**src/verilog/dram_pkg.sv**
```systemverilog
// Timing, geometry and state encoding for the memory module controller
package dram_pkg;
    localparam int ROW_W       = 11;
    localparam int COL_W       = 11;
    localparam int ADDR_W      = ROW_W + COL_W;
    localparam int PIN_ADDR_W  = 11;
    localparam int DATA_W      = 9;
    localparam int REF_ROW_W   = 10;
    localparam int CNT_W       = 4;
    localparam int WAKE_W      = 4;
    localparam logic [WAKE_W-1:0] INIT_RAS_CYCLES = 4'h8;
    localparam logic [REF_ROW_W-1:0] REF_ROW_RST  = 10'h000;

    // Clock period and device times in ns, power-up pause in us, idle limit in ms
    localparam int CLK_NS                             = 10;
    localparam int row_to_column_strobe_delay_NS      = 20;
    localparam int row_address_hold_interval_NS       = 10;
    localparam int row_referenced_access_time_NS      = 60;
    localparam int column_referenced_access_time_NS   = 20;
    localparam int row_strobe_min_low_time_NS         = 60;
    localparam int column_strobe_min_low_time_NS      = 20;
    localparam int row_precharge_interval_NS          = 40;
    localparam int write_to_row_lead_interval_NS      = 20;
    localparam int write_to_column_lead_interval_NS   = 20;
    localparam int column_precharge_interval_NS       = 10;
    localparam int page_mode_row_max_low_time_NS      = 200000;
    localparam int PWRUP_PAUSE_US                     = 200;
    localparam int IDLE_LIMIT_MS                      = 16;
    localparam int REFRESH_INTERVAL_NS                = 15600;

    // Least times round up, the idle limit rounds down
    localparam int RCD_CYC = (row_to_column_strobe_delay_NS + CLK_NS - 1)
                             / CLK_NS;
    localparam int RAH_CYC = (row_address_hold_interval_NS + CLK_NS - 1)
                             / CLK_NS;
    localparam int RAS_CYC = (row_strobe_min_low_time_NS + CLK_NS - 1)
                             / CLK_NS;
    localparam int CAS_CYC = (column_strobe_min_low_time_NS + CLK_NS - 1)
                             / CLK_NS;
    localparam int CAC_CYC = (column_referenced_access_time_NS + CLK_NS - 1)
                             / CLK_NS;
    localparam int RAC_CYC = (row_referenced_access_time_NS + CLK_NS - 1)
                             / CLK_NS;
    localparam int CWL_CYC = (write_to_column_lead_interval_NS + CLK_NS - 1)
                             / CLK_NS;
    localparam int RWL_CYC = (write_to_row_lead_interval_NS + CLK_NS - 1)
                             / CLK_NS;
    localparam int RP_CYC  = (row_precharge_interval_NS + CLK_NS - 1)
                             / CLK_NS;
    localparam int CP_CYC  = (column_precharge_interval_NS + CLK_NS - 1)
                             / CLK_NS;
    localparam int PWRUP_CYC_DEF = (PWRUP_PAUSE_US * 1000 + CLK_NS - 1)
                                   / CLK_NS;
    localparam int IDLE_CYC_DEF  = (IDLE_LIMIT_MS * 1000000) / CLK_NS;
    // Longest times round down
    localparam int RASP_CYC_DEF  = page_mode_row_max_low_time_NS / CLK_NS;
    localparam int REFI_CYC      = REFRESH_INTERVAL_NS / CLK_NS;

    // Column strobe low time covers every lower bound
    localparam int COL_A   = (CAS_CYC > CAC_CYC) ? CAS_CYC : CAC_CYC;
    localparam int COL_B   = (CWL_CYC > RWL_CYC) ? CWL_CYC : RWL_CYC;
    localparam int COL_C   = (RAS_CYC > RAC_CYC) ? RAS_CYC - RCD_CYC
                                                 : RAC_CYC - RCD_CYC;
    localparam int COL_AB  = (COL_A > COL_B) ? COL_A : COL_B;
    localparam int COL_CYC = (COL_AB > COL_C) ? COL_AB : COL_C;
    // Worst case cycles of one more page access
    localparam int PAGE_CYC = CP_CYC + 1 + COL_CYC;

    typedef enum logic [9:0] {
        ST_PWRUP = 10'h001,
        ST_IDLE  = 10'h002,
        ST_ROW   = 10'h004,
        ST_COL   = 10'h008,
        ST_CPRE  = 10'h010,
        ST_PAGE  = 10'h020,
        ST_RPRE  = 10'h040,
        ST_ROR   = 10'h080,
        ST_HPRE  = 10'h100,
        ST_HACT  = 10'h200
    } state_t;
endpackage

```
**src/verilog/dram_tmr_if.sv**
```systemverilog
// Carrier between the controller and its time base
`timescale 1ns/1ps
interface dram_tmr_if;
    logic refresh_tick;
    logic idle_stale;
    logic pwrup_done;
    logic row_activity;
    logic refresh_en;

    modport timer (
        output refresh_tick,
        output idle_stale,
        output pwrup_done,
        input  row_activity,
        input  refresh_en
    );
    modport ctrl (
        input  refresh_tick,
        input  idle_stale,
        input  pwrup_done,
        output row_activity,
        output refresh_en
    );
endinterface

```
**src/verilog/dram_timebase.sv**
```systemverilog
// Power-up pause, refresh interval and idle watch counters
`timescale 1ns/1ps
module dram_timebase #(
    parameter int PWRUP_CYC = dram_pkg::PWRUP_CYC_DEF,
    parameter int IDLE_CYC  = dram_pkg::IDLE_CYC_DEF
) (
    input  wire logic  clk_i,
    input  wire logic  rst_i,
    dram_tmr_if.timer  tm
);
    logic [31:0] pwr_cnt_ff;
    logic [31:0] nxt_pwr_cnt;
    logic [31:0] refi_cnt_ff;
    logic [31:0] nxt_refi_cnt;
    logic [31:0] idle_cnt_ff;
    logic [31:0] nxt_idle_cnt;
    logic        pwr_done_ff;
    logic        nxt_pwr_done;
    logic        tick_ff;
    logic        nxt_tick;
    logic        stale_ff;
    logic        nxt_stale;

    always_comb begin
        nxt_pwr_cnt  = pwr_cnt_ff;
        nxt_pwr_done = pwr_done_ff;
        nxt_refi_cnt = refi_cnt_ff;
        nxt_tick     = 1'b0;
        nxt_idle_cnt = idle_cnt_ff;
        nxt_stale    = stale_ff;
        // Power-up pause
        if (!pwr_done_ff) begin
            if (pwr_cnt_ff >= 32'(PWRUP_CYC - 1)) begin
                nxt_pwr_done = 1'b1;
            end else begin
                nxt_pwr_cnt = pwr_cnt_ff + 32'h1;
            end
        end
        // One row refresh per interval
        if (pwr_done_ff && tm.refresh_en) begin
            if (refi_cnt_ff >= 32'(dram_pkg::REFI_CYC - 1)) begin
                nxt_refi_cnt = 32'h0;
                nxt_tick     = 1'b1;
            end else begin
                nxt_refi_cnt = refi_cnt_ff + 32'h1;
            end
        end
        // Idle watch, restarted by any row strobe activity
        if (tm.row_activity || !pwr_done_ff) begin
            nxt_idle_cnt = 32'h0;
            nxt_stale    = 1'b0;
        end else if (idle_cnt_ff >= 32'(IDLE_CYC - 1)) begin
            nxt_stale = 1'b1;
        end else begin
            nxt_idle_cnt = idle_cnt_ff + 32'h1;
        end
    end

    always_ff @(posedge clk_i or posedge rst_i) begin
        if (rst_i) begin
            pwr_cnt_ff  <= 32'h0;
            pwr_done_ff <= 1'b0;
            refi_cnt_ff <= 32'h0;
            tick_ff     <= 1'b0;
            idle_cnt_ff <= 32'h0;
            stale_ff    <= 1'b0;
        end else begin
            pwr_cnt_ff  <= nxt_pwr_cnt;
            pwr_done_ff <= nxt_pwr_done;
            refi_cnt_ff <= nxt_refi_cnt;
            tick_ff     <= nxt_tick;
            idle_cnt_ff <= nxt_idle_cnt;
            stale_ff    <= nxt_stale;
        end
    end

    assign tm.pwrup_done   = pwr_done_ff;
    assign tm.refresh_tick = tick_ff;
    assign tm.idle_stale   = stale_ff;
endmodule

```
**src/verilog/dram_ctrl.sv**
```systemverilog
// Strobe-sequencing controller for a multiplexed-address memory module
`timescale 1ns/1ps
// Operation
// [RQ1] Wait 200 us, then eight row cycles
// [RQ2] After 16 ms idle, eight wake-up cycles
// [RQ3] Eleven row then eleven column bits
// [RQ4] Row strobe first, column after minimum delay
// [RQ5] Column strobe ignored until row hold met
// [RQ6] Write enable high before column fall reads
// [RQ7] Column fall inside maximum delay for access
// [RQ8] Strobes held minimum, write enable high after
// [RQ9] Row strobe high for precharge interval
// [RQ10] Read data only while column strobe low
// [RQ11] Write enable low before column fall writes
// [RQ12] Write data referenced to column fall
// [RQ13] Strobes low long enough after write
// [RQ14] Row stays open across column accesses
// [RQ15] Column precharge between page accesses
// [RQ16] Mixed page accesses within row maximum
// [RQ17] Row rises with or after column
// [RQ18] One row refresh every 15.6 us
// [RQ19] Every access refreshes its row
// [RQ20] Top line, write enable ignored in refresh
// [RQ21] Row-only refresh walks external counter
// [RQ22] Column-first refresh uses internal counter
// [RQ23] Write enable high around column-first refresh
// [RQ24] Hidden refresh keeps column strobe low
module dram_ctrl #(
    parameter int PWRUP_CYC = dram_pkg::PWRUP_CYC_DEF,
    parameter int IDLE_CYC  = dram_pkg::IDLE_CYC_DEF,
    parameter int RASP_CYC  = dram_pkg::RASP_CYC_DEF
) (
    input  wire logic                          CLK_I,
    input  wire logic                          SYS_RST_I,
    input  wire logic                          REFRESH_EN_I,
    input  wire logic                          REQ_VALID_I,
    input  wire logic                          REQ_WRITE_I,
    input  wire logic [dram_pkg::ADDR_W-1:0]   REQ_ADDR_I,
    input  wire logic [dram_pkg::DATA_W-1:0]   REQ_WDATA_I,
    output wire logic                          REQ_READY_O,
    output wire logic                          RD_VALID_O,
    output wire logic [dram_pkg::DATA_W-1:0]   RD_DATA_O,
    output wire logic                          INIT_DONE_O,
    output wire logic                          RAS_N_O,
    output wire logic                          CAS_N_O,
    output wire logic                          WE_N_O,
    output wire logic [dram_pkg::PIN_ADDR_W-1:0] ADDR_O,
    output wire logic [dram_pkg::DATA_W-1:0]   DQ_O,
    output wire logic                          DQ_OE_O,
    input  wire logic [dram_pkg::DATA_W-1:0]   DQ_I
);
    function automatic logic [dram_pkg::ROW_W-1:0] row_of(
        input logic [dram_pkg::ADDR_W-1:0] a);
        row_of = a[dram_pkg::ADDR_W-1:dram_pkg::COL_W];
    endfunction

    function automatic logic [dram_pkg::COL_W-1:0] col_of(
        input logic [dram_pkg::ADDR_W-1:0] a);
        col_of = a[dram_pkg::COL_W-1:0];
    endfunction

    dram_tmr_if tm ();

    dram_pkg::state_t                  state_ff;
    dram_pkg::state_t                  nxt_state;
    logic [dram_pkg::CNT_W-1:0]        cnt_ff;
    logic [dram_pkg::CNT_W-1:0]        nxt_cnt;
    logic [31:0]                       ras_cnt_ff;
    logic [31:0]                       nxt_ras_cnt;
    logic                              ras_n_ff;
    logic                              nxt_ras_n;
    logic                              cas_n_ff;
    logic                              nxt_cas_n;
    logic                              we_n_ff;
    logic                              nxt_we_n;
    logic [dram_pkg::PIN_ADDR_W-1:0]   addr_ff;
    logic [dram_pkg::PIN_ADDR_W-1:0]   nxt_addr;
    logic [dram_pkg::DATA_W-1:0]       dq_ff;
    logic [dram_pkg::DATA_W-1:0]       nxt_dq;
    logic                              oe_ff;
    logic                              nxt_oe;
    logic [dram_pkg::ROW_W-1:0]        row_ff;
    logic [dram_pkg::ROW_W-1:0]        nxt_row;
    logic [dram_pkg::COL_W-1:0]        col_ff;
    logic [dram_pkg::COL_W-1:0]        nxt_col;
    logic                              wr_ff;
    logic                              nxt_wr;
    logic [dram_pkg::DATA_W-1:0]       rd_data_ff;
    logic [dram_pkg::DATA_W-1:0]       nxt_rd_data;
    logic                              rd_valid_ff;
    logic                              nxt_rd_valid;
    logic                              ref_due_ff;
    logic                              nxt_ref_due;
    logic [dram_pkg::REF_ROW_W-1:0]    ref_row_ff;
    logic [dram_pkg::REF_ROW_W-1:0]    nxt_ref_row;
    logic                              init_done_ff;
    logic                              nxt_init_done;
    logic [dram_pkg::WAKE_W-1:0]       wake_cnt_ff;
    logic [dram_pkg::WAKE_W-1:0]       nxt_wake_cnt;
    logic                              can_start;
    logic                              can_page;
    logic                              ref_clear;

    dram_timebase #(
        .PWRUP_CYC (PWRUP_CYC),
        .IDLE_CYC  (IDLE_CYC)
    ) u_timebase (
        .clk_i (CLK_I),
        .rst_i (SYS_RST_I),
        .tm    (tm.timer)
    );

    assign tm.refresh_en = REFRESH_EN_I;

    // Request acceptance
    assign can_start = (state_ff == dram_pkg::ST_IDLE) && init_done_ff
                       && !tm.idle_stale && !ref_due_ff;
    assign can_page  = (state_ff == dram_pkg::ST_CPRE) && (cnt_ff == '0)
                       && !ref_due_ff
                       && (row_of(REQ_ADDR_I) == row_ff)
                       && (ras_cnt_ff < 32'(RASP_CYC - dram_pkg::PAGE_CYC)); // RQ16
    assign REQ_READY_O = can_start || can_page;

    always_comb begin
        nxt_state     = state_ff;
        nxt_cnt       = (cnt_ff != '0) ? cnt_ff - 4'h1 : cnt_ff;
        nxt_ras_cnt   = ras_n_ff ? 32'h0 : ras_cnt_ff + 32'h1;
        nxt_ras_n     = ras_n_ff;
        nxt_cas_n     = cas_n_ff;
        nxt_we_n      = we_n_ff;
        nxt_addr      = addr_ff;
        nxt_dq        = dq_ff;
        nxt_oe        = oe_ff;
        nxt_row       = row_ff;
        nxt_col       = col_ff;
        nxt_wr        = wr_ff;
        nxt_rd_data   = rd_data_ff;
        nxt_rd_valid  = 1'b0;
        nxt_ref_row   = ref_row_ff;
        nxt_init_done = init_done_ff;
        nxt_wake_cnt  = wake_cnt_ff;
        ref_clear     = 1'b0;
        case (state_ff)
            dram_pkg::ST_PWRUP: begin
                if (tm.pwrup_done) begin // RQ1
                    nxt_state = dram_pkg::ST_IDLE;
                end
            end
            dram_pkg::ST_IDLE: begin
                if (tm.idle_stale && init_done_ff) begin // RQ2
                    nxt_init_done = 1'b0;
                    nxt_wake_cnt  = '0;
                end else if (!init_done_ff || ref_due_ff) begin
                    // Row-only refresh, top line held low
                    nxt_ras_n = 1'b0; // RQ21
                    nxt_addr  = {1'b0, ref_row_ff}; // RQ20
                    nxt_cnt   = dram_pkg::CNT_W'(dram_pkg::RAS_CYC - 1);
                    nxt_state = dram_pkg::ST_ROR;
                end else if (REQ_VALID_I) begin
                    nxt_row   = row_of(REQ_ADDR_I);
                    nxt_col   = col_of(REQ_ADDR_I);
                    nxt_wr    = REQ_WRITE_I;
                    nxt_ras_n = 1'b0; // RQ4 RQ19
                    nxt_addr  = row_of(REQ_ADDR_I); // RQ3
                    nxt_we_n  = !REQ_WRITE_I; // RQ6 RQ11
                    nxt_dq    = REQ_WDATA_I;
                    nxt_oe    = REQ_WRITE_I;
                    nxt_cnt   = dram_pkg::CNT_W'(dram_pkg::RCD_CYC - 1);
                    nxt_state = dram_pkg::ST_ROW;
                end
            end
            dram_pkg::ST_ROW: begin
                if (cnt_ff <= dram_pkg::CNT_W'(dram_pkg::RCD_CYC
                                               - dram_pkg::RAH_CYC)) begin
                    nxt_addr = col_ff; // RQ5
                end
                if (cnt_ff == '0) begin
                    nxt_cas_n = 1'b0; // RQ4 RQ7 RQ12
                    nxt_cnt   = dram_pkg::CNT_W'(dram_pkg::COL_CYC - 1);
                    nxt_state = dram_pkg::ST_COL;
                end
            end
            dram_pkg::ST_COL: begin
                if (cnt_ff == '0) begin // RQ8 RQ13
                    if (!wr_ff) begin
                        nxt_rd_data  = DQ_I; // RQ10
                        nxt_rd_valid = 1'b1;
                    end
                    nxt_we_n = 1'b1;
                    nxt_oe   = 1'b0;
                    if (ref_due_ff) begin
                        // Column stays low while row precharges
                        nxt_ras_n = 1'b1; // RQ24
                        nxt_cnt   = dram_pkg::CNT_W'(dram_pkg::RP_CYC - 1);
                        nxt_state = dram_pkg::ST_HPRE;
                    end else begin
                        nxt_cas_n = 1'b1; // RQ15
                        nxt_cnt   = dram_pkg::CNT_W'(dram_pkg::CP_CYC - 1);
                        nxt_state = dram_pkg::ST_CPRE;
                    end
                end
            end
            dram_pkg::ST_CPRE: begin
                if (cnt_ff == '0) begin
                    if (can_page && REQ_VALID_I) begin // RQ14 RQ16
                        nxt_col   = col_of(REQ_ADDR_I);
                        nxt_wr    = REQ_WRITE_I;
                        nxt_addr  = col_of(REQ_ADDR_I);
                        nxt_we_n  = !REQ_WRITE_I;
                        nxt_dq    = REQ_WDATA_I;
                        nxt_oe    = REQ_WRITE_I;
                        nxt_state = dram_pkg::ST_PAGE;
                    end else begin
                        nxt_ras_n = 1'b1; // RQ17
                        nxt_cnt   = dram_pkg::CNT_W'(dram_pkg::RP_CYC - 1);
                        nxt_state = dram_pkg::ST_RPRE;
                    end
                end
            end
            dram_pkg::ST_PAGE: begin
                nxt_cas_n = 1'b0; // RQ15
                nxt_cnt   = dram_pkg::CNT_W'(dram_pkg::COL_CYC - 1);
                nxt_state = dram_pkg::ST_COL;
            end
            dram_pkg::ST_RPRE: begin
                if (cnt_ff == '0) begin // RQ9
                    nxt_state = dram_pkg::ST_IDLE;
                end
            end
            dram_pkg::ST_ROR: begin
                if (cnt_ff == '0) begin
                    nxt_ras_n   = 1'b1;
                    nxt_ref_row = ref_row_ff + 10'h001; // RQ21
                    ref_clear   = 1'b1; // RQ18
                    if (!init_done_ff) begin
                        nxt_wake_cnt = wake_cnt_ff + 4'h1; // RQ1 RQ2
                        if (wake_cnt_ff + 4'h1 >= dram_pkg::INIT_RAS_CYCLES) begin
                            nxt_init_done = 1'b1;
                        end
                    end
                    nxt_cnt   = dram_pkg::CNT_W'(dram_pkg::RP_CYC - 1);
                    nxt_state = dram_pkg::ST_RPRE;
                end
            end
            dram_pkg::ST_HPRE: begin
                if (cnt_ff == '0) begin
                    // Column low, write enable high: counter refresh
                    nxt_ras_n = 1'b0; // RQ22 RQ23 RQ24
                    nxt_cnt   = dram_pkg::CNT_W'(dram_pkg::RAS_CYC - 1);
                    nxt_state = dram_pkg::ST_HACT;
                end
            end
            dram_pkg::ST_HACT: begin
                if (cnt_ff == '0) begin
                    nxt_ras_n = 1'b1;
                    nxt_cas_n = 1'b1;
                    ref_clear = 1'b1; // RQ18
                    nxt_cnt   = dram_pkg::CNT_W'(dram_pkg::RP_CYC - 1);
                    nxt_state = dram_pkg::ST_RPRE;
                end
            end
            default: begin
                nxt_state = dram_pkg::ST_IDLE;
            end
        endcase
        // New tick wins over a clear in the same cycle
        nxt_ref_due = tm.refresh_tick || (ref_due_ff && !ref_clear); // RQ18
    end

    assign tm.row_activity = ras_n_ff && !nxt_ras_n;

    always_ff @(posedge CLK_I or posedge SYS_RST_I) begin
        if (SYS_RST_I) begin
            state_ff     <= dram_pkg::ST_PWRUP;
            cnt_ff       <= '0;
            ras_cnt_ff   <= 32'h0;
            ras_n_ff     <= 1'b1;
            cas_n_ff     <= 1'b1;
            we_n_ff      <= 1'b1;
            addr_ff      <= '0;
            dq_ff        <= '0;
            oe_ff        <= 1'b0;
            row_ff       <= '0;
            col_ff       <= '0;
            wr_ff        <= 1'b0;
            rd_data_ff   <= '0;
            rd_valid_ff  <= 1'b0;
            ref_due_ff   <= 1'b0;
            ref_row_ff   <= dram_pkg::REF_ROW_RST;
            init_done_ff <= 1'b0;
            wake_cnt_ff  <= '0;
        end else begin
            state_ff     <= nxt_state;
            cnt_ff       <= nxt_cnt;
            ras_cnt_ff   <= nxt_ras_cnt;
            ras_n_ff     <= nxt_ras_n;
            cas_n_ff     <= nxt_cas_n;
            we_n_ff      <= nxt_we_n;
            addr_ff      <= nxt_addr;
            dq_ff        <= nxt_dq;
            oe_ff        <= nxt_oe;
            row_ff       <= nxt_row;
            col_ff       <= nxt_col;
            wr_ff        <= nxt_wr;
            rd_data_ff   <= nxt_rd_data;
            rd_valid_ff  <= nxt_rd_valid;
            ref_due_ff   <= nxt_ref_due;
            ref_row_ff   <= nxt_ref_row;
            init_done_ff <= nxt_init_done;
            wake_cnt_ff  <= nxt_wake_cnt;
        end
    end

    assign RAS_N_O     = ras_n_ff;
    assign CAS_N_O     = cas_n_ff;
    assign WE_N_O      = we_n_ff;
    assign ADDR_O      = addr_ff;
    assign DQ_O        = dq_ff;
    assign DQ_OE_O     = oe_ff;
    assign RD_DATA_O   = rd_data_ff;
    assign RD_VALID_O  = rd_valid_ff;
    assign INIT_DONE_O = init_done_ff;
endmodule

```
**config.mk**
```make
export PLATFORM = sky130hd
export DESIGN_NAME = dram_ctrl
export DESIGN_NICKNAME = d
export VERILOG_FILES = /design/src/verilog/dram_pkg.sv /design/src/verilog/dram_tmr_if.sv /design/src/verilog/dram_timebase.sv /design/src/verilog/dram_ctrl.sv
export SDC_FILE = /design/constraint.sdc
export NUM_CORES = 1
export LEC_CHECK = 0
export ABC_AREA = 1
export BUFFER_PORTS_ARGS = -buffer_cell sky130_fd_sc_hd__clkbuf_2
export CAP_MARGIN = 20
export CORE_AREA = 2 2 141 143
export CTS_CLUSTER_SIZE = 8
export DETAILED_ROUTE_END_ITERATION = 10
export DIE_AREA = 0 0 143 145
export HOLD_SLACK_MARGIN = 0.12
export PLACE_DENSITY = 0.77
export SLEW_MARGIN = 10
export SYNTH_ARGS = -nofsm -noshare
export SYNTH_HDL_FRONTEND = slang
export SYNTH_SLANG_ARGS = --single-unit
```
**constraint.sdc**
```tcl
create_clock -name CLK_I -period 14.1 [get_ports CLK_I]
set_clock_uncertainty 0.2 [all_clocks]
set_input_delay 1.41 -clock CLK_I [delete_from_list [all_inputs] [get_ports CLK_I]]
set_output_delay 1.41 -clock CLK_I [all_outputs]
set_load 0.02 [all_outputs]
```
Word-level counts from Yosys, hierarchy flattened
Index checks and enable logic that the tools add are counted.

$add $sub $neg: 7. Reductions and logical operators: 44. Mux-type cells: 93. Eq/ne operators: 30. Bitwise operators: 5. $lt $le $gt $ge: 6.

Operator list (count): adder 32 x 1 -> 32 bit (second input constant) (4); two-way mux 32 bit (4); two-way mux 10 bit (10); two-way mux 11 bit (9); one-hot mux 10 bit (9 select lines) (1); two-way mux 9 bit (6); two-way mux 4 bit (12); two-way mux 1 bit (38); one-hot mux 11 bit (3 select lines) (1); >= comparator 32 x 11 -> 1 bit (second input constant) (1); >= comparator 32 x 15 -> 1 bit (second input constant) (1); >= comparator 32 x 21 -> 1 bit (second input constant) (1); < comparator 32 x 15 -> 1 bit (second input constant) (1); != test 2 bit (second input constant) (12); one-hot mux 4 bit (6 select lines) (1); one-hot mux 11 bit (2 select lines) (1); one-hot mux 9 bit (2 select lines) (1); logical AND 1 bit (12); != test 2 x 1 -> 1 bit (second input constant) (6); AND reduction 6 bit (2); equality test 11 bit (1); adder 10 x 1 -> 10 bit (second input constant) (1); equality test 10 x 1 -> 1 bit (second input constant) (1); equality test 10 bit (second input constant) (1); 35 further kinds (57).

Word-level logic and storage cells: 209. Output and inout port bits: 36. Flip-flop bits (word level): 218.

Longest topological paths before layout
Gate-level depths: netlist of the first run.

Word-level depth: 13. Depth in mapped cells: 15.

Modules after synthesis
Synthesis of the first run repeated with hierarchy kept, for this count alone.

Cells, all modules: 1556. Area total of the unflattened synthesis: 11667.4 µm².

Modules (own cells, without submodules): dram_ctrl (times used 1, cells each 930, area each 6800.3 µm²); dram_timebase (times used 1, cells each 626, area each 4867.2 µm²).

Worst setup path after synthesis of the first run
OpenSTA, ideal clock, no wires.

Path kind: in2out. Start: input port REQ_ADDR_I[16] (netlist bit). End: output port REQ_READY_O. Path slack: 10.340 ns. Required time: 12.490 ns. Stages on the path: 10. Arrival: 2.150 ns. Path buffers: 0. Path through: inv_1 nand2_1 nand2_1 nor2_1 nand2_1 nor2_1 nand2_1 nor2_4 nand2_1 o31ai_1.

Cells in the longest elaborated chain, start to end: 4.

Ends and longest elaborated chain: start: declaration (RTL line dram_ctrl.sv:38) `input wire logic [dram_pkg::ADDR_W-1:0] REQ_ADDR_I,`; equality test 11 bit (RTL line dram_ctrl.sv:120) `&& (row_of(REQ_ADDR_I) == row_ff)`; logical AND 1 bit (RTL line dram_ctrl.sv:120); logical AND 1 bit (RTL line dram_ctrl.sv:121) `&& (ras_cnt_ff < 32'(RASP_CYC - dram_pkg::PAGE_CYC));`; logical OR 1 bit (RTL line dram_ctrl.sv:122) `assign REQ_READY_O = can_start || can_page;`; end: declaration (RTL line dram_ctrl.sv:40) `output wire logic REQ_READY_O,`.

Every way passes these cells.

Worst setup path after layout of the first run
Start: input port REQ_ADDR_I[13] (netlist bit). End: output port REQ_READY_O.

Same word-level chain as after synthesis.

==> results of run 1 <==
==> cell families (layout without fill, tap and decap cells) <==
| family | Yosys count | in the layout |
|---|---|---|
| AOI/OAI and AO/OA | 156 | 156 |
| muxes | 1 | 1 |
| and+or+nand+nor | 683 | 683 |
| xor gates and xnor gates | 52 | 52 |
| adders and majority gates | 10 | 10 |
| DFF | 218 | 218 |
| buffers and inverters | 256 | 351 |
==> worst paths after layout <==
check	startpoint	to	slack (ps)
max reg2reg	cnt_ff[0]	DQ_O[2]	10730
min reg2reg	u_timebase.pwr_cnt_ff[18]	u_timebase.pwr_cnt_ff[18]	170
min in group asynchronous	SYS_RST_I	u_timebase.refi_cnt_ff[4]	860
max	REQ_ADDR_I[13]	REQ_READY_O	9880
min	u_timebase.pwr_cnt_ff[18]	u_timebase.pwr_cnt_ff[18]	170
max in group asynchronous	SYS_RST_I	RAS_N_O	11550
==> layout make-up <==
cell class                 count  area [um^2]  area share [%]
clock buffer                  56          870            6.97
tap                          265          332            2.66
sequential                   218         5460            43.8
multi-input combinational    902         4560            36.5
timing repair buffer          84          450            3.61
inverter                     210          796            6.38
clock inverter                 1         7.51          0.0602
==> power by group through the flow <==
stage,Sequential [uW],Combinational (uW),Clock (uW)
global route,626,30.9,707
finish,627,26.5,669
floorplan,637,14.3,0
detailed placement,637,26.2,0
CTS,627,26.4,681
global placement,637,26.0,0
==> layer usage <==
| layer | share of wire, % | wire (um) | GRT usage (%) | vias to the layer above |
|---|---|---|---|---|
| met2 | 45 | 10800 | 37.3 | 285 |
| met1 | 46 | 11000 | 32.6 | 4232 |
| met3 | 5.5 | 1320 | 3.83 | 50 |
| met4 | 2.7 | 645 | 6.83 | 0 |
| met5 | 0 | 0 | 0 | - |
| li1 | - | - | - | 4538 |
==> stage by stage <==
stage | utilization, % | instance area, um^2 | worst slack, ps | std cells | hold WS [ps]
6_report | 64.9 | 12500 | 9880 | 1736 | 173
3_5_place_dp | 60.2 | 11600 | 9960 | 1678 | 167
4_1_cts | 64.8 | 12400 | 9910 | 1735 | 177
2_1_floorplan | - | 11000 | 6530 | 1376 | 217
3_3_place_gp | 60.2 | 11600 | 9970 | 1678 | 166
5_1_grt | 64.9 | 12500 | 9750 | 1736 | 186
==> critical path, delay by kind of cell <==
kind                   cells  cell delay (ps)
AO/OA/AOI/OAI              1               70
buffers and inverters      3              390
AND/OR/NAND/NOR            8              750
==> synthesized netlist by cell type (all sizes together) (6+ instances only) <==
master  instances
xor2           39
dfrtp         214
nand3          68
a21oi          22
a211oi          7
nand2         287
nor3           45
buf            12
clkbuf         34
xnor2          13
nor2          209
nor4           11
ha             10
o221ai          6
o21ai          95
inv           206
nand4          50
==> sequential cells by signal, summed over array words and instances, names as in the netlist, 4 cells and up <==
signal / flops
ras_cnt_ff: 32
u_timebase.idle_cnt_ff: 32
u_timebase.pwr_cnt_ff: 32
u_timebase.refi_cnt_ff: 32
ADDR_O: 11
col_ff: 11
row_ff: 11
ref_row_ff: 10
state_ff: 10
DQ_O: 9
RD_DATA_O: 9
cnt_ff: 4
wake_cnt_ff: 4
==> placed cells by master, fill, tap and decap left out, types with 25 or more instances in the layout <==
cell,instances
sky130_fd_sc_hd__clkbuf_16,31
sky130_fd_sc_hd__clkbuf_1,25
sky130_fd_sc_hd__nor2_1,188
sky130_fd_sc_hd__clkbuf_2,80
sky130_fd_sc_hd__nand2_1,281
sky130_fd_sc_hd__xor2_1,39
sky130_fd_sc_hd__o21ai_0,79
sky130_fd_sc_hd__inv_1,199
sky130_fd_sc_hd__nand4_1,49
sky130_fd_sc_hd__nand3_1,66
sky130_fd_sc_hd__nor3_1,44
sky130_fd_sc_hd__dfrtp_1,214
==> reports/metrics.cfg, run 1 <==
[routing]
drt-total-wl_mm = 23.8
wl_per_cell_um = 13.7
antenna_violating_nets_post_route = 0
drc_errors = 0
route.detailed.vias_per_inst = 5.24
first_pass_iters = 5
drt_first_iter_violations = 752
detailed_route_via_count = 9105

[clock_network]
clkSinkCount = 218
post_cts_resized = 0
worst_skew_pair.late_latency_ps = 540
htree_levels = 1
number_of_buffers_inserted_during_clock_tree_synthesis = 31
cell_at_the_root_of_the_clock_tree = sky130_fd_sc_hd__clkbuf_16
post-cts-setup-buffer-count = 0
clk_pin_slew_worst_paths_ps = 50
tritoncts = yes
clock_tree.buffer_depth = 3
cts.hold.buffers_added = 0

[final_layout]
antennaDiodeCount = 0
fill_cells = 1607
num-nets-final = 1502
layout-drive-gt1-share_pct = 11.1
area_growth_syn_to_layout_pct = 13.2

[power_and_ir_drop]
intPower_uw = 1040
power_switching_share_pct = 21.1
static_power_due_to_leakage_uw = 0.00629
combPwrFrac_pct = 2.0
pwr-share-seq_pct = 47.4
power.density_cell_area_mw_per_mm2 = 106
clock_power_share_pct = 50.6
fin_total_pwr_uw = 1320
irDropWorstVdd_mv = 0.0967
switching_power_uw = 279

[yosys]
synth_nets = 1431
synthMuxAreaShare_pct = 0.102
adder_and_majority_cell_fraction_of_the_synthesized_area_pct = 1.14
leading_post_synthesis_cells_by_cell_area = sky130_fd_sc_hd__dfrtp_1, sky130_fd_sc_hd__nand2_1, sky130_fd_sc_hd__inv_1
ys.flop_type = sky130_fd_sc_hd__dfrtp_1
synthesized_area_fraction_occupied_by_and_or_nand_nor_cells_pct = 27.9
synth-xor-area-share_pct = 4.13
post_synth.cell_area_avg_um2 = 8.01
synth_top_family_by_area = simple AND/OR/NAND/NOR gates
ys.warnings.count = 0
netlist.area_leader.share_pct = 48.6
seq_area_frac_synth_pct = 49.6
yosys_register_bits = 218
synth-edff-count = 0
synth_area_mm2 = 0.0110
async_reset_ff_share_pct = 100
synth_compound_area_share_pct = 8.04
netlist-cell-type-count = 48
synth_cells = 1376
synth_largest_area_cell = sky130_fd_sc_hd__dfrtp_1

[timing]
max_slew_margin_pct = 37.9
finalSetupViolCount = 0
max_clock_freq_mhz = 237
finalWorstPathRequiredPeriod_ps = 4220
slew_viol_final = 0
hold_violations = 0
unrepaired_setup_endpoints_after_global_routing = no
tightest_slew_ps = 930
final_min_period_over_clock_period_pct = 29.9
final.setup.tns_ps = 0

[worst_setup_path]
critical_path_class = in2out
crit_path_max_fanout = 3
arrival_ps = 2610
cell_by_cell_listing_of_the_critical_path = clkbuf_2 > inv_1 > nand2_1 > nand2_1 > nor2_1 > nand2_1 > nor2_1 > nand2_1 > nor2_4 > nand2_1 > o31ai_1 > clkbuf_2
crit_slowest_cell = sky130_fd_sc_hd__clkbuf_2
timing.critical_path.from_type = input port
critical_path.endpoint_type = output pin
worst_path_most_repeated_cell = sky130_fd_sc_hd__nand2_1
cp.required_ps = 12490
reg2reg_depth = 9
worst_path_largest_cell_delay_ps = 240

[die]
num_rows = 51
die_area_mm2 = 0.0207
core_mm2 = 0.0192
ios = 81
die_y_um = 145
die_w_um = 143
effective_utilization_at_floorplan_pct = 57.4

[grt]
antenna_found_initial = 0
pin_count_of_the_biggest_net_entering_global_routing = 138
globalRouteTotalUtil_pct = 23.2
grt_remaining_overflow = 0
via_count_of_the_first_global_routing_pass = 8564
first_pass_grt_wire_length_mm = 40.2

[run]
max-cap-violations = 0

[place]
dpl.hpwl_mm = 16.4
place.port_buffers = 80
gp_congestion = 0.913

[outcome]
run_status = completed

[worst_hold_path]
timing.hold.worst_path_depth = 0
worstHoldPathType = reg2reg

Note: power is estimated with default switching activity, not from simulation.
==> run 2: changes to the inputs <==
--- a/config.mk
+++ b/config.mk
@@ -5,15 +5,15 @@
 export SDC_FILE = /design/constraint.sdc
 export NUM_CORES = 1
 export LEC_CHECK = 0
-export ABC_AREA = 1
+export ABC_AREA = 0
 export BUFFER_PORTS_ARGS = -buffer_cell sky130_fd_sc_hd__clkbuf_2
 export CAP_MARGIN = 20
-export CORE_AREA = 2 2 141 143
+export CORE_AREA = 2 2 143 145
 export CTS_CLUSTER_SIZE = 8
 export DETAILED_ROUTE_END_ITERATION = 10
-export DIE_AREA = 0 0 143 145
+export DIE_AREA = 0 0 145 147
 export HOLD_SLACK_MARGIN = 0.12
-export PLACE_DENSITY = 0.77
+export PLACE_DENSITY = 0.74
 export SLEW_MARGIN = 10
 export SYNTH_ARGS = -nofsm -noshare
 export SYNTH_HDL_FRONTEND = slang
==> constraint.sdc (replaced) <==
create_clock -name CLK_I -period 3.4 [get_ports CLK_I]
set_clock_uncertainty 0.2 [all_clocks]
set_input_delay 0.34 -clock CLK_I [delete_from_list [all_inputs] [get_ports CLK_I]]
set_output_delay 0.34 -clock CLK_I [all_outputs]
set_load 0.02 [all_outputs]
==> reports/metrics.cfg, run 2 <==
[power_and_ir_drop]
pwr-share-seq_pct = 46.7  ; was 47.4%
static_power_due_to_leakage_uw = 0.00586  ; was 0.00629 uW
power_switching_share_pct = 21.5  ; was 21.1%
power.density_cell_area_mw_per_mm2 = 443  ; was 106 mW/mm^2
fin_total_pwr_uw = 5560  ; was 1320 uW
switching_power_uw = 1200  ; was 279 uW
intPower_uw = 4370  ; was 1040 uW
clock_power_share_pct = 50.6  ; about the same
irDropWorstVdd_mv = 0.468  ; was 0.0967 mV
combPwrFrac_pct = 2.7  ; was 2.0%

[clock_network]
htree_levels = 1  ; unchanged
clock_tree.buffer_depth = 3  ; unchanged
worst_skew_pair.late_latency_ps = 560  ; was 540 ps
tritoncts = yes  ; unchanged
clkSinkCount = 218  ; unchanged
clk_pin_slew_worst_paths_ps = 50  ; about the same
number_of_buffers_inserted_during_clock_tree_synthesis = 31  ; unchanged
cell_at_the_root_of_the_clock_tree = sky130_fd_sc_hd__clkbuf_16  ; unchanged

[yosys]
netlist-cell-type-count = 77  ; was 48
leading_post_synthesis_cells_by_cell_area = sky130_fd_sc_hd__dfrtp_1, sky130_fd_sc_hd__mux2_2, sky130_fd_sc_hd__xnor2_1  ; was sky130_fd_sc_hd__dfrtp_1, sky130_fd_sc_hd__nand2_1, sky130_fd_sc_hd__inv_1
async_reset_ff_share_pct = 100  ; unchanged
ys.warnings.count = 0  ; unchanged
yosys_register_bits = 218  ; unchanged
post_synth.cell_area_avg_um2 = 10.4  ; was 8.01 um^2
ys.flop_type = sky130_fd_sc_hd__dfrtp_1  ; unchanged
netlist.area_leader.share_pct = 51.3  ; was 48.6%
synth-edff-count = 0  ; unchanged
synth_cells = 1006  ; was 1,376
synth_area_mm2 = 0.0104  ; was 0.0110 mm^2
synth_largest_area_cell = sky130_fd_sc_hd__dfrtp_1  ; unchanged
top_count_cell_post_synth = sky130_fd_sc_hd__dfrtp_1  ; was sky130_fd_sc_hd__nand2_1
seq_area_frac_synth_pct = 52.3  ; was 49.6%
synth_nets = 1061  ; was 1,431
synth.top_cells.by_count = sky130_fd_sc_hd__dfrtp_1, sky130_fd_sc_hd__nor2_1, sky130_fd_sc_hd__nand2_1  ; was sky130_fd_sc_hd__nand2_1, sky130_fd_sc_hd__dfrtp_1, sky130_fd_sc_hd__inv_1

[routing]
wl_per_cell_um = 16.6  ; was 13.7 um
drt-total-wl_mm = 23.7  ; was 23.8 mm
route.detailed.vias_per_inst = 5.66  ; was 5.24
drt_first_iter_violations = 498  ; was 752
first_pass_iters = 5  ; unchanged
antenna_violating_nets_post_route = 0  ; unchanged
drc_errors = 0  ; unchanged
detailed_route_via_count = 8068  ; was 9,105

[worst_setup_path]
cell_type_group_with_the_largest_total_delay_on_the_critical_path = simple AND/OR/NAND/NOR gates  ; unchanged
critical_path_class = reg2out  ; was in2out
timing.critical_path.from_type = flop  ; was input port
crit_slowest_cell = sky130_fd_sc_hd__nor4_4  ; was sky130_fd_sc_hd__clkbuf_2
critical_path.endpoint_type = output pin  ; unchanged
worst-r2r-setup-slack_ps = 440  ; was 10,730 ps
worst_path_largest_cell_delay_ps = 580  ; was 240 ps
crit_reg_reg_startpoint = state_ff[9]  ; was cnt_ff[0]
worst-path-buf-inv = 1  ; was 3
cp.required_ps = 2860  ; was 12,490 ps
arrival_ps = 2710  ; was 2610 ps
crit_path_max_fanout = 9  ; was 3
cell_by_cell_listing_of_the_critical_path = nor4_4 > and3_2 > nand2_1 > o21ai_0 > clkbuf_2  ; was clkbuf_2 > inv_1 > nand2_1 > nand2_1 > nor2_1 > nand2_1 > nor2_1 > nand2_1 > nor2_4 > nand2_1 > o31ai_1 > clkbuf_2
critical_register_to_register_path_endpoint = state_ff[6]  ; was DQ_O[2]
reg2reg_depth = 6  ; was 9

[final_layout]
area_of_the_multi_input_gates_mm2 = 0.00467  ; was 0.00456 mm^2
final_cell_mix = sky130_fd_sc_hd__dfrtp_1, sky130_fd_sc_hd__nor2_1, sky130_fd_sc_hd__nand2_1  ; was sky130_fd_sc_hd__nand2_1, sky130_fd_sc_hd__dfrtp_1, sky130_fd_sc_hd__inv_1
layoutNonFillerInstCount = 1426  ; was 1,736
num-nets-final = 1188  ; was 1,502
antennaDiodeCount = 0  ; unchanged
fill_cells = 1559  ; was 1,607
area_growth_syn_to_layout_pct = 20.3  ; was 13.2%
layout-drive-gt1-share_pct = 18.7  ; was 11.1%
seq_area_mm2 = 0.00546  ; unchanged
mostFrequentLayoutCell = sky130_fd_sc_hd__dfrtp_1  ; was sky130_fd_sc_hd__nand2_1

[worst_hold_path]
hold_path_startpoint = u_timebase.pwr_cnt_ff[26]  ; was u_timebase.pwr_cnt_ff[18]
timing.hold.worst_path_depth = 0  ; unchanged
worstHoldPathType = reg2reg  ; unchanged
worst_hold_path.endpoint = u_timebase.pwr_cnt_ff[26]  ; was u_timebase.pwr_cnt_ff[18]

[die]
core_mm2 = 0.0198  ; was 0.0192 mm^2
die_y_um = 147  ; was 145 um
die_area_mm2 = 0.0213  ; was 0.0207 mm^2
effective_utilization_at_floorplan_pct = 52.6  ; was 57.4%
num_rows = 52  ; was 51
ios = 81  ; unchanged
die_w_um = 145  ; was 143 um

[timing]
max_slew_margin_pct = 47.9  ; was 37.9%
final_min_period_over_clock_period_pct = 95.6
tightest_slew_ps = 780  ; was 930 ps
finalHoldWorstSlack_ps = 174  ; was 173 ps
max_clock_freq_mhz = 308
hold_violations = 0  ; unchanged
unrepaired_setup_endpoints_after_global_routing = no  ; unchanged
slew_viol_final = 0  ; unchanged
finalSetupViolCount = 0  ; unchanged
final.setup.tns_ps = 0  ; unchanged
finalWorstPathRequiredPeriod_ps = 3250

[place]
dp_cells = 1326  ; was 1,678
place.port_buffers = 80  ; unchanged
gp_congestion = 0.936  ; was 0.913
dpl.hpwl_mm = 15.2  ; was 16.4 mm

[grt]
grt_remaining_overflow = 0  ; unchanged
first_pass_grt_wire_length_mm = 39.8  ; was 40.2 mm
antenna_found_initial = 0  ; unchanged
globalRouteTotalUtil_pct = 22.4  ; was 23.2%
via_count_of_the_first_global_routing_pass = 8041  ; was 8,564
pin_count_of_the_biggest_net_entering_global_routing = 56  ; was 138

[run]
max-cap-violations = 0  ; unchanged

[outcome]
run_status = completed  ; unchanged

==> run 2: cell count changes after synthesis, moves of 11 or more <==
cell                      delta
sky130_fd_sc_hd__nand3_1    -35
sky130_fd_sc_hd__mux2_2     +43
sky130_fd_sc_hd__nor3_1     -19
sky130_fd_sc_hd__o21ai_0    -42
sky130_fd_sc_hd__nand2_1   -194
sky130_fd_sc_hd__nor2_1     -84
sky130_fd_sc_hd__nor2_4     -16
sky130_fd_sc_hd__mux2i_1    +11
sky130_fd_sc_hd__o21ai_1    -15
sky130_fd_sc_hd__and3_1     +31
sky130_fd_sc_hd__inv_1     -179
sky130_fd_sc_hd__xnor2_1    +41
==> run 2: worst max-delay path by stage <==
stage / cells past startpoint / startpoint / slack (ps) / end
after floorplan: 1 / SYS_RST_I / 20 / ADDR_O[0]
after global placement: 5 / state_ff[9] / 360 / DQ_O[1]
after detailed placement: 8 / cnt_ff[0] / 230 / DQ_O[1]
after CTS: 6 / state_ff[9] / 40 / REQ_READY_O
after global routing: 6 / state_ff[9] / 60 / REQ_READY_O
final: 5 / state_ff[7] / 150 / REQ_READY_O
==> run 2: power by group through the flow <==
stage                     combinational (uW)  clock [uW]  sequential (uW)
after floorplan                         47.6           0             2640
after global placement                   109           0             2640
after detailed placement                 109           0             2640
after CTS                                150        2870             2600
after global routing                     167        3010             2600
final                                    148        2820             2600
==> run 2: metrics by stage <==
stage | utilization, % | instance area, um^2 | worst slack [ps]
after floorplan | - | 10500 | 23.2
after global placement | 56.5 | 11200 | 360
after detailed placement | 56.5 | 11200 | 231
after CTS | 63.2 | 12500 | 41.1
after global routing | 63.3 | 12600 | 57.9
final | 63.3 | 12600 | 151
==> run 2: kinds of logic (layout without fill, tap and decap cells) <==
kind of cell / after synthesis / after routing / share of synthesized area (%)
buffers and inverters: 82 / 232 / 3.25
adders and majority gates: 10 / 10 / 1.20
xor gates and xnor gates: 96 / 96 / 8.05
AOI/OAI and AO/OA: 136 / 136 / 8.71
DFF: 218 / 218 / 52.3
and+or+nand+nor: 406 / 406 / 20.4
muxes: 58 / 58 / 6.12
==> run 2: cell type report <==
cell class / count / area share, %
Multi-Input combinational cell: 706 / 37.2
Timing Repair Buffer: 154 / 8.88
Tap cell: 270 / 2.69
Sequential cell: 218 / 43.5
Clock inverter: 2 / 0.229
Inverter: 22 / 0.687
Clock buffer: 54 / 6.86
==> run 2: routing by layer <==
layer / global-route usage [%] / share of wire (%) / up-vias
li1: - / - / 3837
met1: 31.1 / 45 / 3899
met2: 36.2 / 46 / 268
met3: 3.85 / 5.7 / 64
met4: 7.08 / 2.6 / 0
met5: 0 / 0 / -
==> run 2: timing repair <==
action | 4_1_cts | 5_1_grt
endpoints found under the hold margin | 89 | 0
endpoints found under the setup margin | 0 | 22
setup buffers | 0 | 0
gates resized for setup | 0 | 5
hold buffers | 44 | 0
==> run 3: changes to the inputs <==
--- a/config.mk
+++ b/config.mk
@@ -8,12 +8,13 @@
 export ABC_AREA = 0
 export BUFFER_PORTS_ARGS = -buffer_cell sky130_fd_sc_hd__clkbuf_2
 export CAP_MARGIN = 20
-export CORE_AREA = 2 2 143 145
+export CORE_AREA = 2 2 138 140
 export CTS_CLUSTER_SIZE = 8
 export DETAILED_ROUTE_END_ITERATION = 10
-export DIE_AREA = 0 0 145 147
+export DIE_AREA = 0 0 140 142
 export HOLD_SLACK_MARGIN = 0.12
-export PLACE_DENSITY = 0.74
+export PLACE_DENSITY = 0.76
+export RECOVER_POWER = 50
 export SLEW_MARGIN = 10
 export SYNTH_ARGS = -nofsm -noshare
 export SYNTH_HDL_FRONTEND = slang
==> constraint.sdc (replaced) <==
create_clock -name CLK_I -period 3 [get_ports CLK_I]
set_clock_uncertainty 0.2 [all_clocks]
set_input_delay 0.3 -clock CLK_I [delete_from_list [all_inputs] [get_ports CLK_I]]
set_output_delay 0.3 -clock CLK_I [all_outputs]
set_load 0.02 [all_outputs]
==> reports/metrics.cfg, run 3 (synthesis gave the netlist of run 2 again) <==
[routing]
first_pass_iters = 8  ; was 5
drc_errors = 5  ; was 0
detailed_route_via_count = 8119  ; was 8,068
drt_first_iter_violations = 491  ; was 498
wl_per_cell_um = 17.0  ; was 16.6 um
route.detailed.vias_per_inst = 5.79  ; was 5.66
antenna_violating_nets_post_route = 0  ; unchanged
drt-total-wl_mm = 23.9  ; was 23.7 mm

[die]
effective_utilization_at_floorplan_pct = 56.6  ; was 52.6%
die_w_um = 140  ; was 145 um
die_y_um = 142  ; was 147 um
num_rows = 50  ; was 52
core_mm2 = 0.0185  ; was 0.0198 mm^2
die_area_mm2 = 0.0199  ; was 0.0213 mm^2
ios = 81  ; unchanged

[timing]
tightest_slew_ps = 1970  ; was 780 ps
unrepaired_setup_endpoints_after_global_routing = no  ; unchanged
final.setup.tns_ps = 0  ; unchanged
finalHoldWorstSlack_ps = 174  ; about the same
max_slew_margin_pct = -31.6  ; was 47.9%
slew_viol_final = 221  ; was 0
max_clock_freq_mhz = 349
finalSetupViolCount = 0  ; unchanged
finalWorstPathRequiredPeriod_ps = 2860
final_min_period_over_clock_period_pct = 95.5
hold_violations = 0  ; unchanged

[grt]
grt_use_met1_pct = 32.8  ; was 31.1%
grt_met2_usage_pct = 41.2  ; was 36.2%
grt_busiest_layer = met2  ; unchanged
globalRouteTotalUtil_pct = 24.5  ; was 22.4%
grt_use_met3_pct = 4.24  ; was 3.85%
pin_count_of_the_biggest_net_entering_global_routing = 80  ; was 56
via_count_of_the_first_global_routing_pass = 8154  ; was 8,041
grt_remaining_overflow = 0  ; unchanged
antenna_found_initial = 0  ; unchanged
first_pass_grt_wire_length_mm = 40.3  ; was 39.8 mm

[place]
gp_congestion = 0.963  ; was 0.936
place.port_buffers = 80  ; unchanged
dpl.hpwl_mm = 15.1  ; was 15.2 mm
dp_cells = 1300  ; was 1,326

[outcome]
run_status = finished, violations left  ; was completed
failed_checks = DRC, capacitance limit, slew limit

[worst_setup_path]
worst_path_largest_cell_delay_ps = 410  ; was 580 ps
crit_slowest_cell = sky130_fd_sc_hd__dfrtp_1  ; was sky130_fd_sc_hd__nor4_4
arrival_ps = 2360  ; was 2710 ps
worst-path-buf-inv = 3  ; was 1
crit_path_max_fanout = 9  ; unchanged
critical_path_class = reg2out  ; unchanged
cell_type_group_with_the_largest_total_delay_on_the_critical_path = simple AND/OR/NAND/NOR gates  ; unchanged
cp.required_ps = 2500  ; was 2860 ps
timing.critical_path.from_type = flop  ; unchanged
cell_by_cell_listing_of_the_critical_path = buf_4 > nor4_4 > buf_4 > and3_2 > nand2_1 > o21ai_2 > clkbuf_4  ; was nor4_4 > and3_2 > nand2_1 > o21ai_0 > clkbuf_2
worst_path_most_repeated_cell = sky130_fd_sc_hd__buf_4
critical_path.endpoint_type = output pin  ; unchanged

[final_layout]
num-nets-final = 1200  ; was 1,188
layoutNonFillerInstCount = 1402  ; was 1,426
final_cell_mix = sky130_fd_sc_hd__dfrtp_1, sky130_fd_sc_hd__nor2_1, sky130_fd_sc_hd__nand2_1  ; unchanged
layout-drive-gt1-share_pct = 19.5  ; was 18.7%
area_growth_syn_to_layout_pct = 20.3  ; about the same
mostFrequentLayoutCell = sky130_fd_sc_hd__dfrtp_1  ; unchanged
antennaDiodeCount = 0  ; unchanged

[power_and_ir_drop]
power.density_cell_area_mw_per_mm2 = 499  ; was 443 mW/mm^2
irDropWorstVdd_mv = 0.629  ; was 0.468 mV
fin_total_pwr_uw = 6270  ; was 5560 uW
static_power_due_to_leakage_uw = 0.00591  ; was 0.00586 uW

[clock_network]
cell_at_the_root_of_the_clock_tree = sky130_fd_sc_hd__clkbuf_16  ; unchanged
clock_tree.buffer_depth = 3  ; unchanged
clkSinkCount = 218  ; unchanged
tritoncts = yes  ; unchanged
clk_pin_slew_worst_paths_ps = 50  ; about the same
worst_skew_pair.late_latency_ps = 550  ; was 560 ps
htree_levels = 1  ; unchanged
number_of_buffers_inserted_during_clock_tree_synthesis = 31  ; unchanged

[worst_hold_path]
worstHoldPathType = reg2reg  ; unchanged

[run]
max-cap-violations = 3  ; was 0

[run 3: final timing paths]
kind	start	end	slack [ps]	cells after the start
setup reg to reg	cnt_ff[0]	ADDR_O[0]	210	9
hold reg to reg	u_timebase.pwr_cnt_ff[29]	u_timebase.pwr_cnt_ff[29]	170	0
hold / removal	u_timebase.pwr_cnt_ff[29]	u_timebase.pwr_cnt_ff[29]	170	0
min in group asynchronous	SYS_RST_I	u_timebase.pwr_cnt_ff[3]	710	4
max in group asynchronous	SYS_RST_I	ADDR_O[6]	560	4
setup / recovery	state_ff[8]	REQ_READY_O	140	7
[run 3: stage by stage]
stage	util, %	area (um^2)	setup WS [ps]
2_1_floorplan	-	10500	-337
3_3_place_gp	60.9	11200	325
3_5_place_dp	60.9	11200	187
4_1_cts	68.2	12600	30.6
5_1_grt	68.1	12600	35.0
6_report	68.1	12600	136
[run 3: worst reg2reg max path, delay by kind of cell, from the launching register on]
family / cells / cell delay, ps
fa+ha+maj: 1 / 200
mux: 1 / 360
compound gates: 1 / 270
simple gates: 4 / 890
buf+inv: 2 / 330
flops: 1 / 410
[run 3: where the power goes]
group | switching, uW | internal, uW
Sequential | 0 | 2950
Clock | 1250 | 1920
Combinational | 89.0 | 65.8
Total | 1340 | 4940
[run 3: per-layer routing]
layer	vias up	share of wire, %
met5	-	0
met4	0	2.6
met3	57	6.2
met2	288	49
met1	3914	42
li1	3860	-
[run 3: cell type report]
| cell class | instances | area, um^2 |
|---|---|---|
| inverter | 22 | 83.8 |
| timing repair buffer | 166 | 1150 |
| tap | 234 | 293 |
| fill | 1343 | 5890 |
| multi-input combinational | 706 | 4690 |
| clock inverter | 2 | 27.5 |
| clock buffer | 54 | 862 |
| sequential | 218 | 5460 |
[run 3: repair_timing]
action,4_1_cts,5_1_grt
endpoints found under the setup margin,1,1
pin swaps,0,1
hold buffers,44,0
endpoints found under the hold margin,283,0
gates resized for setup,6,3
buffers inserted,1,1
